==> src/hdl/pmw_cfg.svh <==
`ifndef PMW_CFG_SVH
`define PMW_CFG_SVH
// register byte offsets
`define PMW_OFS_MODE    8'h00
`define PMW_OFS_CTRL    8'h04
`define PMW_OFS_STAT    8'h08
`define PMW_OFS_WAKE    8'h0c
// reset values
`define PMW_MODE_RST    8'h03
`define PMW_CTRL_RST    8'h00
`define PMW_WAKE_RST    8'h00
// field positions
`define PMW_MODE_DIV    5
`define PMW_MODE_SRDY   3
`define PMW_MODE_FRDY   2
`define PMW_MODE_IDLE   1
`define PMW_MODE_FAST   0
`define PMW_CTRL_SYSON  7
`define PMW_STAT_PDF    0
`define PMW_STAT_TO     1
// divider codes at or below this pick the sub clock
`define PMW_DIV_SUB_MAX 3'h1
// oscillator settle counts in cycles
`define PMW_LXT_CYC     11'd1024
`define PMW_INT_SLOW_OSC_CYC    11'd2
`define PMW_HTO_CYC     5'd16
`endif

==> src/hdl/pmw_pkg.sv <==
package pmw_pkg;

  typedef enum logic [5:0] {
    PMW_RUN   = 6'h01,
    PMW_DEEP  = 6'h02,
    PMW_SLSUB = 6'h04,
    PMW_IDL0  = 6'h08,
    PMW_IDL1  = 6'h10,
    PMW_WAKE  = 6'h20
  } pmw_state_t;

  typedef struct packed {
    logic cpu;
    logic sys;
    logic wdt;
    logic tbc;
    logic sub;
    logic fast_osc;
    logic div16;
    logic div64;
  } pmw_gate_t;

  typedef struct packed {
    logic wdt;
    logic irq;
    logic porta;
  } pmw_wake_t;

endpackage

==> src/hdl/pmw_ctrl.sv <==
`timescale 1ns/1ps
`default_nettype none
`include "pmw_cfg.svh"
// How it works
// - halt picks idle or sleep, idle flavour
// - fast bit clear, code 000/001 runs sub
// - fast oscillator stops while on sub clock
// - divided fast clocks stop with oscillator
// - switch to sub waits for slow ready
// - fast bit or codes 010-111 use fast
// - idle off, wdt and lvd off: deep sleep
// - deep sleep clears and stops watchdog
// - idle off, wdt or lvd on: sleep_with_subclock_state
// - other low states clear, keep watchdog counting
// - idle on, sysclk bit off: idle_sysclk_off_state
// - idle on, sysclk bit on: idle_sysclk_on_state
// - low states freeze cpu, keep contents
// - entry sets power-down, clears time-out
// - wake on port A, interrupt, watchdog
// - watchdog wake sets time-out, resets pc/sp
// - power-down cleared by reset, clear-wdt
// - per-pin port A wake enable, resume
// - masked or stack-full irq resumes after halt
// - enabled irq with stack room is serviced
// - flags already set never wake
// - divider codes pick sub or fast/64../2
// - slow ready after 1024 or 2 cycles
// - fast ready 16 cycles after restart
// - lvd enabled blocks deep sleep
module pmw_ctrl
  import pmw_pkg::*;
(
  input  wire logic       clk,
  input  wire logic       reset,
  input  wire logic [7:0] reg_addr,
  input  wire logic [7:0] reg_wdata,
  input  wire logic       reg_we,
  input  wire logic       reg_re,
  output logic      [7:0] reg_rdata,
  input  wire logic       halt_exec,
  input  wire logic       clr_wdt_exec,
  input  wire logic       wdt_enable,
  input  wire logic       voltage_detect_enable,
  input  wire logic       wdt_overflow,
  input  wire logic       ext_slow_crystal_sel,
  input  wire logic       slow_osc_clk,
  input  wire logic [7:0] porta_pins,
  input  wire logic [7:0] irq_req,
  input  wire logic [7:0] irq_enable,
  input  wire logic       stack_full,
  output pmw_gate_t       clk_gate,
  output logic            sys_tick,
  output logic            using_sub_clk,
  output pmw_state_t      power_state,
  output logic            wdt_clear,
  output logic            wdt_run,
  output logic            power_down_flag,
  output logic            watchdog_timeout_flag,
  output pmw_wake_t       wake_source,
  output logic            resume_next,
  output logic            irq_service,
  output logic            pc_sp_reset
);

  pmw_state_t state_r;
  pmw_state_t state_nxt;
  logic [2:0] clock_divider_select_r;
  logic       idle_on_halt_enable_r;
  logic       fast_clock_select_r;
  logic       sysclk_in_idle_enable_r;
  logic [7:0] porta_wake_enable_r;
  logic       using_sub_r;
  logic       pdf_r;
  logic       to_r;
  logic [7:0] irq_snap_r;
  pmw_wake_t  wake_src_r;
  logic       resume_r;
  logic       irq_svc_r;
  logic       pcsp_r;
  logic       wdt_clr_r;
  logic       tick_r;
  logic [7:0] rdata_r;
  logic [10:0] slow_cnt_r;
  logic       slow_rdy_r;
  logic [4:0] fast_cnt_r;
  logic       fast_rdy_r;
  logic [5:0] presc_r;
  logic [7:0] pa_s1_r;
  logic [7:0] pa_s2_r;
  logic [7:0] pa_s3_r;
  logic       sc_s1_r;
  logic       sc_s2_r;
  logic       sc_s3_r;

  // state decode
  wire st_run  = state_r == PMW_RUN;
  wire st_deep = state_r == PMW_DEEP;
  wire st_idl0 = state_r == PMW_IDL0;
  wire st_idl1 = state_r == PMW_IDL1;
  wire st_wake = state_r == PMW_WAKE;
  wire st_low  = ~st_run & ~st_wake;

  // register decode
  wire sel_mode = reg_addr == `PMW_OFS_MODE;
  wire sel_ctrl = reg_addr == `PMW_OFS_CTRL;
  wire sel_stat = reg_addr == `PMW_OFS_STAT;
  wire sel_wake = reg_addr == `PMW_OFS_WAKE;
  wire wr_mode  = reg_we & sel_mode;
  wire wr_ctrl  = reg_we & sel_ctrl;
  wire wr_wake  = reg_we & sel_wake;

  wire [7:0] mode_val = {clock_divider_select_r, 1'b0, slow_rdy_r,
                         fast_rdy_r, idle_on_halt_enable_r,
                         fast_clock_select_r};
  wire [7:0] ctrl_val = {sysclk_in_idle_enable_r, 7'h00};
  wire [7:0] stat_val = {6'h00, to_r, pdf_r};
  wire [7:0] rd_val   = sel_mode ? mode_val :
                        sel_ctrl ? ctrl_val :
                        sel_stat ? stat_val :
                        sel_wake ? porta_wake_enable_r : 8'h00;

  // clock source selection
  wire want_sub = ~fast_clock_select_r &
                  (clock_divider_select_r <= `PMW_DIV_SUB_MAX);
  wire want_fast = ~want_sub;
  // fast oscillator only when in use or being restarted
  wire fast_on = ((st_run | st_wake) & (~using_sub_r | want_fast)) |
                 (st_idl1 & ~using_sub_r);
  wire sub_on  = ~st_deep;
  wire osc_ok  = using_sub_r ? slow_rdy_r : fast_rdy_r;

  // divider tick: low (8-code) prescaler bits all ones
  wire [2:0] div_bits = 3'(4'd8 - {1'b0, clock_divider_select_r});
  wire [6:0] div_one  = 7'd1 << div_bits;
  wire [5:0] div_mask = 6'(div_one - 7'd1);
  wire div_tick = &(presc_r | ~div_mask);
  wire sub_edge = sc_s2_r & ~sc_s3_r;
  wire fast_tick = fast_clock_select_r ? 1'b1 : div_tick;
  wire src_tick = using_sub_r ? sub_edge : (fast_on & fast_tick);

  // gate outputs
  wire sys_en = st_run | st_idl1;
  // cpu frozen in all low states, so memory and ports hold
  assign clk_gate.cpu      = st_run;
  assign clk_gate.sys      = sys_en;
  assign clk_gate.wdt      = sub_on & wdt_enable;
  assign clk_gate.tbc      = st_run | st_idl0 | st_idl1;
  assign clk_gate.sub      = sub_on;
  assign clk_gate.fast_osc = fast_on;
  assign clk_gate.div16    = fast_on & fast_rdy_r;
  assign clk_gate.div64    = fast_on & fast_rdy_r;

  // halt destination
  wire wd_or_lvd = wdt_enable | voltage_detect_enable;
  pmw_state_t halt_dest;
  assign halt_dest = idle_on_halt_enable_r ?
                     (sysclk_in_idle_enable_r ? PMW_IDL1 : PMW_IDL0) :
                     (wd_or_lvd ? PMW_SLSUB : PMW_DEEP);
  wire halt_take = st_run & halt_exec;

  // wake sources
  wire  [7:0] pa_fall;
  genvar gi;
  generate
    for (gi = 0; gi < 8; gi++) begin : g_pa
      assign pa_fall[gi] = pa_s3_r[gi] & ~pa_s2_r[gi] &
                           porta_wake_enable_r[gi];
    end
  endgenerate
  wire [7:0] irq_new = irq_req & ~irq_snap_r;
  wire wk_wdt   = st_low & ~st_deep & wdt_overflow;
  wire wk_irq   = st_low & |irq_new;
  wire wk_pa    = st_low & |pa_fall;
  wire wake_any = wk_wdt | wk_irq | wk_pa;
  // interrupt taken only when enabled and stack has a level free
  wire irq_take = |(irq_new & irq_enable) & ~stack_full;
  wire leave_wake = st_wake & osc_ok;

  always_comb begin
    state_nxt = state_r;
    case (state_r)
      PMW_RUN: begin
        if (halt_exec) begin
          state_nxt = halt_dest;
        end
      end
      PMW_DEEP, PMW_SLSUB, PMW_IDL0, PMW_IDL1: begin
        if (wake_any) begin
          state_nxt = PMW_WAKE;
        end
      end
      PMW_WAKE: begin
        if (osc_ok) begin
          state_nxt = PMW_RUN;
        end
      end
      default: begin
        state_nxt = PMW_RUN;
      end
    endcase
  end

  always_ff @(posedge clk) begin
    if (reset) begin
      state_r <= PMW_RUN;
    end else begin
      state_r <= state_nxt;
    end
  end

  // synchronisers for pins and the sub oscillator
  always_ff @(posedge clk) begin
    if (reset) begin
      pa_s1_r <= 8'hff;
      pa_s2_r <= 8'hff;
      pa_s3_r <= 8'hff;
      sc_s1_r <= 1'b0;
      sc_s2_r <= 1'b0;
      sc_s3_r <= 1'b0;
    end else begin
      pa_s1_r <= porta_pins;
      pa_s2_r <= pa_s1_r;
      pa_s3_r <= pa_s2_r;
      sc_s1_r <= slow_osc_clk;
      sc_s2_r <= sc_s1_r;
      sc_s3_r <= sc_s2_r;
    end
  end

  // software registers
  always_ff @(posedge clk) begin
    if (reset) begin
      clock_divider_select_r  <= 3'(`PMW_MODE_RST >> `PMW_MODE_DIV);
      idle_on_halt_enable_r   <= 1'(`PMW_MODE_RST >> `PMW_MODE_IDLE);
      fast_clock_select_r     <= 1'(`PMW_MODE_RST >> `PMW_MODE_FAST);
      sysclk_in_idle_enable_r <= 1'(`PMW_CTRL_RST >> `PMW_CTRL_SYSON);
      porta_wake_enable_r     <= `PMW_WAKE_RST;
    end else begin
      if (wr_mode) begin
        clock_divider_select_r <= reg_wdata[`PMW_MODE_DIV +: 3];
        idle_on_halt_enable_r  <= reg_wdata[`PMW_MODE_IDLE];
        fast_clock_select_r    <= reg_wdata[`PMW_MODE_FAST];
      end
      if (wr_ctrl) begin
        sysclk_in_idle_enable_r <= reg_wdata[`PMW_CTRL_SYSON];
      end
      if (wr_wake) begin
        porta_wake_enable_r <= reg_wdata;
      end
    end
  end

  // read data valid only in the cycle after the strobe
  always_ff @(posedge clk) begin
    if (reset) begin
      rdata_r <= 8'h00;
    end else begin
      rdata_r <= reg_re ? rd_val : 8'h00;
    end
  end

  // source switch; only moves when the target oscillator is stable
  always_ff @(posedge clk) begin
    if (reset) begin
      using_sub_r <= 1'b0;
    end else if (st_run & want_sub & slow_rdy_r) begin
      using_sub_r <= 1'b1;
    end else if (st_run & want_fast & fast_rdy_r) begin
      using_sub_r <= 1'b0;
    end
  end

  // slow oscillator settle counter
  wire [10:0] slow_tgt = ext_slow_crystal_sel ? `PMW_LXT_CYC : `PMW_INT_SLOW_OSC_CYC;
  wire [10:0] slow_inc = slow_cnt_r + 11'd1;
  always_ff @(posedge clk) begin
    if (reset | ~sub_on) begin
      slow_cnt_r <= 11'd0;
      slow_rdy_r <= 1'b0;
    end else if (~slow_rdy_r) begin
      slow_cnt_r <= slow_inc;
      slow_rdy_r <= slow_inc == slow_tgt;
    end
  end

  // fast oscillator settle counter and prescaler
  wire [4:0] fast_inc = fast_cnt_r + 5'd1;
  always_ff @(posedge clk) begin
    if (reset | ~fast_on) begin
      fast_cnt_r <= 5'd0;
      fast_rdy_r <= 1'b0;
      presc_r    <= 6'h00;
    end else begin
      presc_r <= presc_r + 6'h01;
      if (~fast_rdy_r) begin
        fast_cnt_r <= fast_inc;
        fast_rdy_r <= fast_inc == `PMW_HTO_CYC;
      end
    end
  end

  // status flags; a set beats a clear in the same cycle
  always_ff @(posedge clk) begin
    if (reset) begin
      pdf_r <= 1'b0;
      to_r  <= 1'b0;
    end else begin
      if (halt_take) begin
        pdf_r <= 1'b1;
      end else if (clr_wdt_exec) begin
        pdf_r <= 1'b0;
      end
      if (wk_wdt) begin
        to_r <= 1'b1;
      end else if (halt_take) begin
        to_r <= 1'b0;
      end
    end
  end

  // wake bookkeeping and resume pulses
  always_ff @(posedge clk) begin
    if (reset) begin
      irq_snap_r <= 8'h00;
      wake_src_r <= '0;
      resume_r   <= 1'b0;
      irq_svc_r  <= 1'b0;
      pcsp_r     <= 1'b0;
      wdt_clr_r  <= 1'b0;
      tick_r     <= 1'b0;
    end else begin
      if (halt_take) begin
        irq_snap_r <= irq_req;
      end
      if (wake_any) begin
        wake_src_r <= '{wdt: wk_wdt, irq: wk_irq, porta: wk_pa};
      end
      // watchdog wins, then interrupt, then port A
      pcsp_r    <= leave_wake & wake_src_r.wdt;
      irq_svc_r <= leave_wake & ~wake_src_r.wdt & wake_src_r.irq &
                   irq_take;
      resume_r  <= leave_wake & ~wake_src_r.wdt &
                   (wake_src_r.irq ? ~irq_take : wake_src_r.porta);
      wdt_clr_r <= halt_take | clr_wdt_exec;
      tick_r    <= sys_en & src_tick;
    end
  end

  assign reg_rdata             = rdata_r;
  assign sys_tick              = tick_r;
  assign using_sub_clk         = using_sub_r;
  assign power_state           = state_r;
  assign wdt_clear             = wdt_clr_r;
  // deep sleep keeps the counter frozen after the clear
  assign wdt_run               = wdt_enable & ~st_deep;
  assign power_down_flag       = pdf_r;
  assign watchdog_timeout_flag = to_r;
  assign wake_source           = wake_src_r;
  assign resume_next           = resume_r;
  assign irq_service           = irq_svc_r;
  assign pc_sp_reset           = pcsp_r;

endmodule
`default_nettype wire

==> config.mk <==
export PLATFORM = sky130hd
export DESIGN_NAME = pmw_ctrl
export DESIGN_NICKNAME = d
export VERILOG_FILES = /design/src/hdl/pmw_pkg.sv /design/src/hdl/pmw_ctrl.sv
export VERILOG_INCLUDE_DIRS = /design/src /design/src/hdl
export SDC_FILE = /design/constraint.sdc
export NUM_CORES = 1
export LEC_CHECK = 0
export BUFFER_PORTS_ARGS = -buffer_cell sky130_fd_sc_hd__buf_2
export CAP_MARGIN = 15
export CORE_MARGIN = 5
export CORE_UTILIZATION = 55
export DETAILED_ROUTE_END_ITERATION = 6
export PLACE_DENSITY = 0.8
export SLEW_MARGIN = 20
export SYNTH_ARGS = -nofsm -noshare
export SYNTH_HDL_FRONTEND = slang
export SYNTH_SLANG_ARGS = --single-unit
==> constraint.sdc <==
create_clock -name clk -period 2.5 [get_ports clk]
set_input_delay 0 -clock clk [delete_from_list [all_inputs] [get_ports clk]]
set_output_delay 0 -clock clk [all_outputs]
set_load 0.01 [all_outputs]
== Word-level counts from Yosys, hierarchy flattened ==
Cells that the tools add are included.
Cells by class
  magnitude comparators: 1
  equal/unequal tests: 14
  multiplexer cells: 24
  bitwise operators: 82
  shift-type cells: 1
  add/subtract/negate cells: 5
  reduce and logical (&&, ||, !) cells: 12
Operators with widths (number)
  $and 1x1->1: 44
  $mux 8: 4
  $reduce_or 8->1: 3
  $not 1->1: 21
  $mux 6: 3
  $pmux 6 s3: 1
  $and 8x8->8: 2
  $eq 8x4->1 const B: 2
  $mux 1: 12
  $or 1x1->1: 12
  $add 11x1->11 const B: 1
  $eq 11x11->1: 1
  $mux 11: 1
  $mux 5: 2
  $eq 8x3->1 const B: 1
  $logic_not 8->1: 1
  $not 8->8: 1
  $add 6x1->6 const B: 1
  $eq 6x1->1 const B: 1
  $eq 6x2->1 const B: 1
  $eq 6x3->1 const B: 1
  $eq 6x4->1 const B: 1
  $eq 6x5->1 const B: 1
  $eq 6x6->1 const B: 1
  other kinds (17): 20
Word-level totals
  logic and storage cells: 170
  flip-flop bits (word level): 98

== Longest topological paths before layout ==
Gate-level depths: netlist of the first run.
  word-level depth: 10
  mapped depth: 8
  depth with buffers taken out: 7

== Least setup slack after synthesis of the first run ==
Ideal clock, no wire load.
  path kind: register -> register
  from: register clock_divider_select_r[1]
  to: register tick_r, in the netlist sys_tick
  data required time: 2.378 ns
  path slack: 0.387 ns
  buffers on the path: 1
  library setup time: 0.122 ns
  stages on the path, launching flop included: 9
  arrival: 1.991 ns
  cell sequence: dfxtp_1 clkbuf_1 nor2_1 ha_1 nand2_1 o2111a_1 or4_1 o211ai_1 a21oi_1
On the way
  cells in the longest elaborated chain, start to end: 10
  elaborated cells on any way between the ends: 16
  classes of those cells: add/sub: 2; order compare: 1; shift: 1; mux: 2; bitwise: 9; reduce/logical: 1
Ends and longest elaborated chain
  start, declared: line pmw_ctrl.sv:67  | logic [2:0] clock_divider_select_r;
  start signal, assigned: line pmw_ctrl.sv:233  | clock_divider_select_r <= 3'(`PMW_MODE_RST >> `PMW_MODE_DIV);
  start signal, assigned: line pmw_ctrl.sv:240  | clock_divider_select_r <= reg_wdata[`PMW_MODE_DIV +: 3];
  $sub 1x3->3: line pmw_ctrl.sv:133  | wire [2:0] div_bits = 3'(4'd8 - {1'b0, clock_divider_select_r});
  $shl 1x3->6: line pmw_ctrl.sv:134  | wire [6:0] div_one = 7'd1 << div_bits;
  $sub 6x1->6: line pmw_ctrl.sv:135  | wire [5:0] div_mask = 6'(div_one - 7'd1);
  $not 6->6: line pmw_ctrl.sv:136  | wire div_tick = &(presc_r | ~div_mask);
  $or 6x6->6: line pmw_ctrl.sv:136
  $reduce_and 6->1: line pmw_ctrl.sv:136
  $mux 1: line pmw_ctrl.sv:138  | wire fast_tick = fast_clock_select_r ? 1'b1 : div_tick;
  $and 1x1->1 (*): line pmw_ctrl.sv:139  | wire src_tick = using_sub_r ? sub_edge : (fast_on & fast_tick);
  $mux 1 (*): line pmw_ctrl.sv:139
  $and 1x1->1 (*): line pmw_ctrl.sv:345  | tick_r <= sys_en & src_tick;
  end signal, assigned: line pmw_ctrl.sv:345
  end, declared: line pmw_ctrl.sv:81  | logic tick_r;
Mark *: on every way between the ends. The rest lies on a longest branch, timed or not.
A chain may end at the register's enable or synchronous reset.

== Final worst setup path of the first run ==
Same ends and word-level chain as after synthesis.

==> flow_metrics.tcl, run 1 <==
set metrics [dict create \
    async_reset_ff_share_pct 0 \
    synthFlopType "dfxtp_1" \
    synth_edf_count 0 \
    p_total_mw 3.86 \
    cp.arrival_ns 2.50 \
    tightest_slew_ns 0.580 \
    grt_usage_pct 19.8 \
    clkSinkCount 98 \
    nets 644 \
    slew_headroom_pct 61.0 \
    grt_pass1_wl_mm 16.0 \
    synth.distinct_cells 57 \
    io_buffers 85 \
    synth_top_cell_area_share_pct 44.7 \
    hold_path_class "in -> reg" \
    hold_viol 0 \
    powerDensity_nw_per_um2 718 \
    clk_path_buf_depth 2 \
    grt_pass1_vias 3453 \
    placed_cell_area_sq_um 4840 \
    detail_route.wl_per_cell_microns 14.0 \
    syn_inst 480 \
    status "finished, final reports clean" \
    ir_drop_mv 0.356 \
    setup_ws_ns 0.253 \
    dp.final_hpwl_mm 6.94 \
    grt_max_degree 39 \
    syn2layout_area_growth_pct 22.3 \
    setup_viol_count_final 0 \
    via_per_inst 5.18 \
    rows 32 \
    period_share_pct 89.9 \
    drive_gt1_share_pct 24.6 \
    yosysSeqAreaShare_pct 44.7 \
    core_area_sq_um 7770 \
    cp.required_ns 2.75 \
    netlist_area_sq_um 4390 \
    drtAntennaViolNets 0 \
    die_area_sq_um 9870 \
    globalplace.congestion 0.832 \
    drv_slew 0 \
    synthTopCellsByArea "dfxtp_1, nor2_1, mux2i_1" \
    fp.dieW_microns 99.4 \
    cp-end-kind "register" \
    synth-warning-count 0 \
    critical_path_class "reg -> reg" \
    min_period_ns 2.25 \
    finalInstanceArea_sq_um 5370 \
    vias 3589 \
    clock_tree.root_cell "clkbuf_8" \
    dr.first_iter.drc_count 108 \
    antenna_found_initial 1 \
    synth_area_leader_cell "dfxtp_1" \
    pre_cts_ws_ns 0.281 \
    fin_tns_setup_ns 0 \
    wirelength_mm 9.69 \
    syn_nets 539 \
    synth.avg_cell_area_sq_um 9.15 \
    leakage_nw 2.35 \
    first_pass_iters 4 \
    overflow 0 \
    clk_pin_slew_ns 0.10 \
    cts_made_buffers 9 \
    max_freq_ghz 0.445 \
    cts_tree "built" \
    ys_seq_elements 98 \
    max-cap-violations 0 \
    crit_fanout 11 \
    htree_levels 3 \
    skew_ns 0.0104 \
    die_height_microns 99.4 \
    rsz0062_at_grt "false" \
    start_kind "register" \
    ioPinCount 86 \
    clk_latency_ns 0.37 \
    initial_core_util_pct 56.5 \
    drc 0 \
]
layer usage:
| layer | track usage [%] | vias up | share of wire, % |
|---|---|---|---|
| met5 | 0 | - | 0 |
| met4 | 8.82 | 0 | 2.2 |
| met3 | 3.51 | 21 | 4.5 |
| met2 | 34.0 | 88 | 49 |
| met1 | 24.3 | 1645 | 44 |
| li1 | - | 1835 | - |
synth_stat cells (11+ instances only):
master and n:
nand2b_1 15, a21oi_1 14, nand3b_1 11, nand3_1 14, nor2_1 76, mux2i_1 28
xor2_1 16, dfxtp_1 98, nand2_1 21, xnor2_1 14, or2_2 25, clkbuf_1 17
inv_1 12, nor2b_1 11
path summary, 6_finish.rpt:
path | startpoint | to | slack (ns) | depth (start not counted)
setup reg to reg | clock_divider_select_r[1] | sys_tick | 0.25 | 7
hold reg to reg | pa_s1_r[2] | pa_s2_r[2] | 0.41 | 1
setup / recovery | clock_divider_select_r[1] | sys_tick | 0.25 | 7
hold / removal | reg_addr[3] | sysclk_in_idle_enable_r | 0.09 | 4
worst max-delay path, cell delays in order, from the launching register on:
cell and delay, ns:
dfxtp_1 0.53, nor2_1 0.15, ha_1 0.44, nand2_1 0.09
o2111a_1 0.23, or4_1 0.50, o211ai_1 0.11, a21oi_1 0.09
metrics by stage:
stage	hold WS, ns	utilization [%]	instances
2_1_floorplan	0.104	-	480
3_3_place_gp	0.182	62.3	642
3_5_place_dp	0.186	62.3	642
4_1_cts	0.0808	69.1	692
5_1_grt	0.110	69.2	693
6_report	0.0874	69.2	693
flip-flops by register name (all words and copies together), names as in the netlist, 3 cells and up:
name,cells
clock_divider_select_r,3
wake_source,3
pa_s2_r,8
pa_s1_r,8
slow_cnt_r,11
fast_cnt_r,5
pa_s3_r,8
presc_r,6
reg_rdata,8
porta_wake_enable_r,8
power_state,6
irq_snap_r,8
timing repair:
item,CTS,global route
gates resized for setup,0,2
endpoints found under the hold margin,38,0
hold buffers,34,0
setup buffers,0,0
endpoints found under the setup margin,0,2
report_power, final:
part | total, mW | leakage, nW | switching [mW] | internal (mW)
clock network | 0.982 | 0.0982 | 0.594 | 0.388
registers | 1.86 | 0.800 | 0.155 | 1.70
logic | 1.02 | 1.45 | 0.565 | 0.455
total | 3.86 | 2.35 | 1.31 | 2.55
placed cells by master, fill, tap and decap left out, drive strengths merged, types with 10 or more instances in the layout:
cell type	instances
mux2i	28
nand2	21
a22oi	10
dfxtp	98
a21oi	14
nor2b	13
buf	90
nand2b	15
xnor2	14
or2	26
dlygate4sd3	34
xor2	16
nor2	76
inv	17
nand3b	11
nand3	15
logic make-up (layout without fill, tap and decap cells):
group,count (synthesis),count (layout),share of synthesized area (%)
AO/OA/AOI/OAI,59,59,9.80
XOR/XNOR,30,30,5.98
adder cells (fa/ha/maj),7,7,1.99
buffers and inverters,43,153,4.44
flip-flops,98,98,44.7
multiplexers,30,30,6.89
other,0,1,0
AND/OR/NAND/NOR,213,213,26.2
layout make-up:
type / instances / area [sq um]
fill: 619 / 2390
multi-input combinational: 339 / 2240
sequential: 98 / 1960
timing repair buffer: 124 / 803
tap: 102 / 128
clock buffer: 9 / 124
clock inverter: 7 / 66.3
inverter: 13 / 48.8
antenna: 1 / 2.50
Power figures use the tool's default switching activity.
==> run 2: changes to the inputs <==
ABC_AREA = 1   (was not set)
PLACE_DENSITY = 0.79   (was 0.8)
==> run 2 against run 1 <==
Fmax increased by 19%. Global-route usage increased by 1.9 points. Combinational power increased by 52%. Routed wire length increased by 10%. Synthesized cell count increased by 27%. Register-to-register slack improved by 0.36 ns. Critical path type unchanged. Largest cell class unchanged. Largest power group unchanged.
==> flow_metrics.tcl, run 2 <==
set metrics [dict create \
    status "finished, final reports clean" \
    largest_register "slow_cnt_r" \
    ioPinCount 86 \
    fp.dieW_microns 99.9 \
    syn2layout_area_growth_pct 21.1 \
    start_kind "register" \
    placed_cell_area_sq_um 4910 \
    rr_startpoint "clock_divider_select_r[1]" \
    dr.first_iter.drc_count 256 \
    grt_pass1_vias 3923 \
    tightest_slew_ns 0.631 \
    clk_pin_slew_ns 0.10 \
    cp-end-kind "register" \
    crit_end "sys_tick" \
    largest_reg_flops 11 \
    finalInstanceArea_sq_um 5390 \
    synth.distinct_cells 42 \
    io_buffers 85 \
    htree_levels 3 \
    overflow 0 \
    fin_tns_setup_ns 0 \
    synth_area_leader_cell "dfxtp_1" \
    via_per_inst 5.12 \
    first_pass_iters 5 \
    rrSetupSlack_ns 0.61 \
    clkSinkCount 98 \
    min_period_ns 1.89 \
    drv_slew 0 \
    cpMostUsedCell "nor2_1" \
    wirelength_mm 10.7 \
    max-cap-violations 0 \
    hold_viol 0 \
    rows 32 \
    nets 777 \
    powerDensity_nw_per_um2 833 \
    hold_slack_ns 0.0203 \
    core_area_sq_um 7810 \
    ys_seq_elements 98 \
    synth_common_cells "nand2_1, dfxtp_1, inv_1" \
    netlist_area_sq_um 4450 \
    max_freq_ghz 0.529 \
    synthTopCellsByArea "dfxtp_1, nand2_1, inv_1" \
    synth-warning-count 0 \
    mostFrequentLayoutCells "nand2_1, dfxtp_1, buf_2, inv_1, nor2_1" \
    rsz0062_at_grt "false" \
    cts_tree "built" \
    initial_core_util_pct 57.0 \
    setup_viol_count_final 0 \
    cp.arrival_ns 2.19 \
    skew_ns 0.00860 \
    clk_path_buf_depth 2 \
    period_share_pct 75.6 \
    vias 4220 \
    mostFrequentLayoutCell "nand2_1" \
    ir_drop_mv 0.480 \
    cp-startpoint "clock_divider_select_r[1]" \
    yosysMostFrequentCell "nand2_1" \
    slew_headroom_pct 57.9 \
    syn_inst 611 \
    globalplace.congestion 0.948 \
    async_reset_ff_share_pct 0 \
    drtAntennaViolNets 0 \
    cts_made_buffers 9 \
    synth.avg_cell_area_sq_um 7.28 \
    grt_max_degree 35 \
    r2r-end "sys_tick" \
    hold_path_class "in -> reg" \
    clk_latency_ns 0.37 \
    syn_nets 670 \
    drc 0 \
    antenna_found_initial 0 \
    crit_slowest_cell "dfxtp_1" \
    cp.required_ns 2.80 \
    cpPeakStageDelay_ns 0.40 \
    crit_fanout 9 \
    crit_chain "nor2_1, ha_1, nor2_1, nand2_1, nor2_1, o22ai_1, nor2_1, nand3_1, a21oi_1" \
    critical_path_class "reg -> reg" \
    die_height_microns 99.9 \
    synth_top_cell_area_share_pct 44.1 \
    grt_pass1_wl_mm 17.7 \
    detail_route.wl_per_cell_microns 12.9 \
    drive_gt1_share_pct 20.6 \
    final_util_pct 69.0 \
    grt_usage_pct 21.7 \
    reg2regPathDepth 9 \
    die_area_sq_um 9990 \
    leakage_nw 2.55 \
    yosysSeqAreaShare_pct 44.1 \
    synth_edf_count 0 \
    synthFlopType "dfxtp_1" \
    num_antenna_cells 0 \
    dp.final_hpwl_mm 7.83 \
    post_cts_buffers 0 \
    clock_tree.root_cell "clkbuf_8" \
]
[run 2: changes by cell type after synthesis, sizes merged, moves of 10 or more]
cell and change:
nand2 +96, inv +76, nand3 +39, a21oi +31, mux2i -28, o21ai +23, nand2b -15, nor2b -13
xnor2 -11, xor2 -11, a22oi -10
[run 2: worst min path at each step]
stage | cells after the start | slack, ns | from | endpoint
CTS | 6 | 0.006 | voltage_detect_enable | power_state[1]
global placement | 2 | 0.18 | porta_pins[5] | pa_s1_r[5]
detailed placement | 2 | 0.18 | porta_pins[5] | pa_s1_r[5]
global route | 6 | 0.06 | voltage_detect_enable | power_state[1]
finish | 6 | 0.02 | voltage_detect_enable | power_state[1]
floorplan | 1 | 0.10 | porta_pins[0] | pa_s1_r[0]
[run 2: final cells by class]
cell class / count / area [sq um]
clock inverter: 6 / 58.8
clock buffer: 10 / 128
timing repair buffer: 117 / 738
sequential: 98 / 1960
tap: 102 / 128
fill: 651 / 2420
multi-input combinational: 402 / 2030
inverter: 90 / 342
[run 2: cell families after synthesis]
family,count (synthesis),share of synthesized area (%)
XOR/XNOR,8,1.58
buffers and inverters,111,10.2
AND/OR/NAND/NOR,294,30.6
AO/OA/AOI/OAI,93,11.5
flip-flops,98,44.1
adder cells (fa/ha/maj),7,1.97
[run 2: worst max-delay path, delay by kind of cell, from the launching register on]
| family | cells | cell delay, ns |
|---|---|---|
| AO/OA/AOI/OAI | 2 | 0.21 |
| flip-flops | 1 | 0.40 |
| AND/OR/NAND/NOR | 6 | 0.90 |
| adder cells (fa/ha/maj) | 1 | 0.32 |
[run 2: repair_timing]
action / CTS / global route
hold endpoints to repair: 35 / 0
gates resized for setup: 0 / 0
hold buffers: 29 / 0
[run 2: per-layer routing]
| layer | part of all wire (%) | vias to the layer above | GRT usage [%] |
|---|---|---|---|
| met5 | 0 | - | 0 |
| met1 | 42 | 1921 | 26.8 |
| met4 | 1.8 | 0 | 7.98 |
| met3 | 5.7 | 19 | 3.82 |
| li1 | - | 2152 | - |
| met2 | 50 | 128 | 37.9 |
[run 2: power breakdown]
| part | leakage (nW) | switching (mW) | internal (mW) |
|---|---|---|---|
| Combinational | 1.66 | 1.00 | 0.552 |
| Clock | 0.0924 | 0.594 | 0.387 |
| Sequential | 0.801 | 0.171 | 1.78 |
| Total | 2.55 | 1.77 | 2.72 |
[run 2: per-stage QoR]
stage	power, mW	worst slack (ns)	std cells
after CTS	4.50	0.675	825
after global routing	4.78	0.355	825
after floorplan	3.12	0.868	611
final	4.49	0.610	825
after detailed placement	3.49	0.707	780
after global placement	3.43	0.839	780
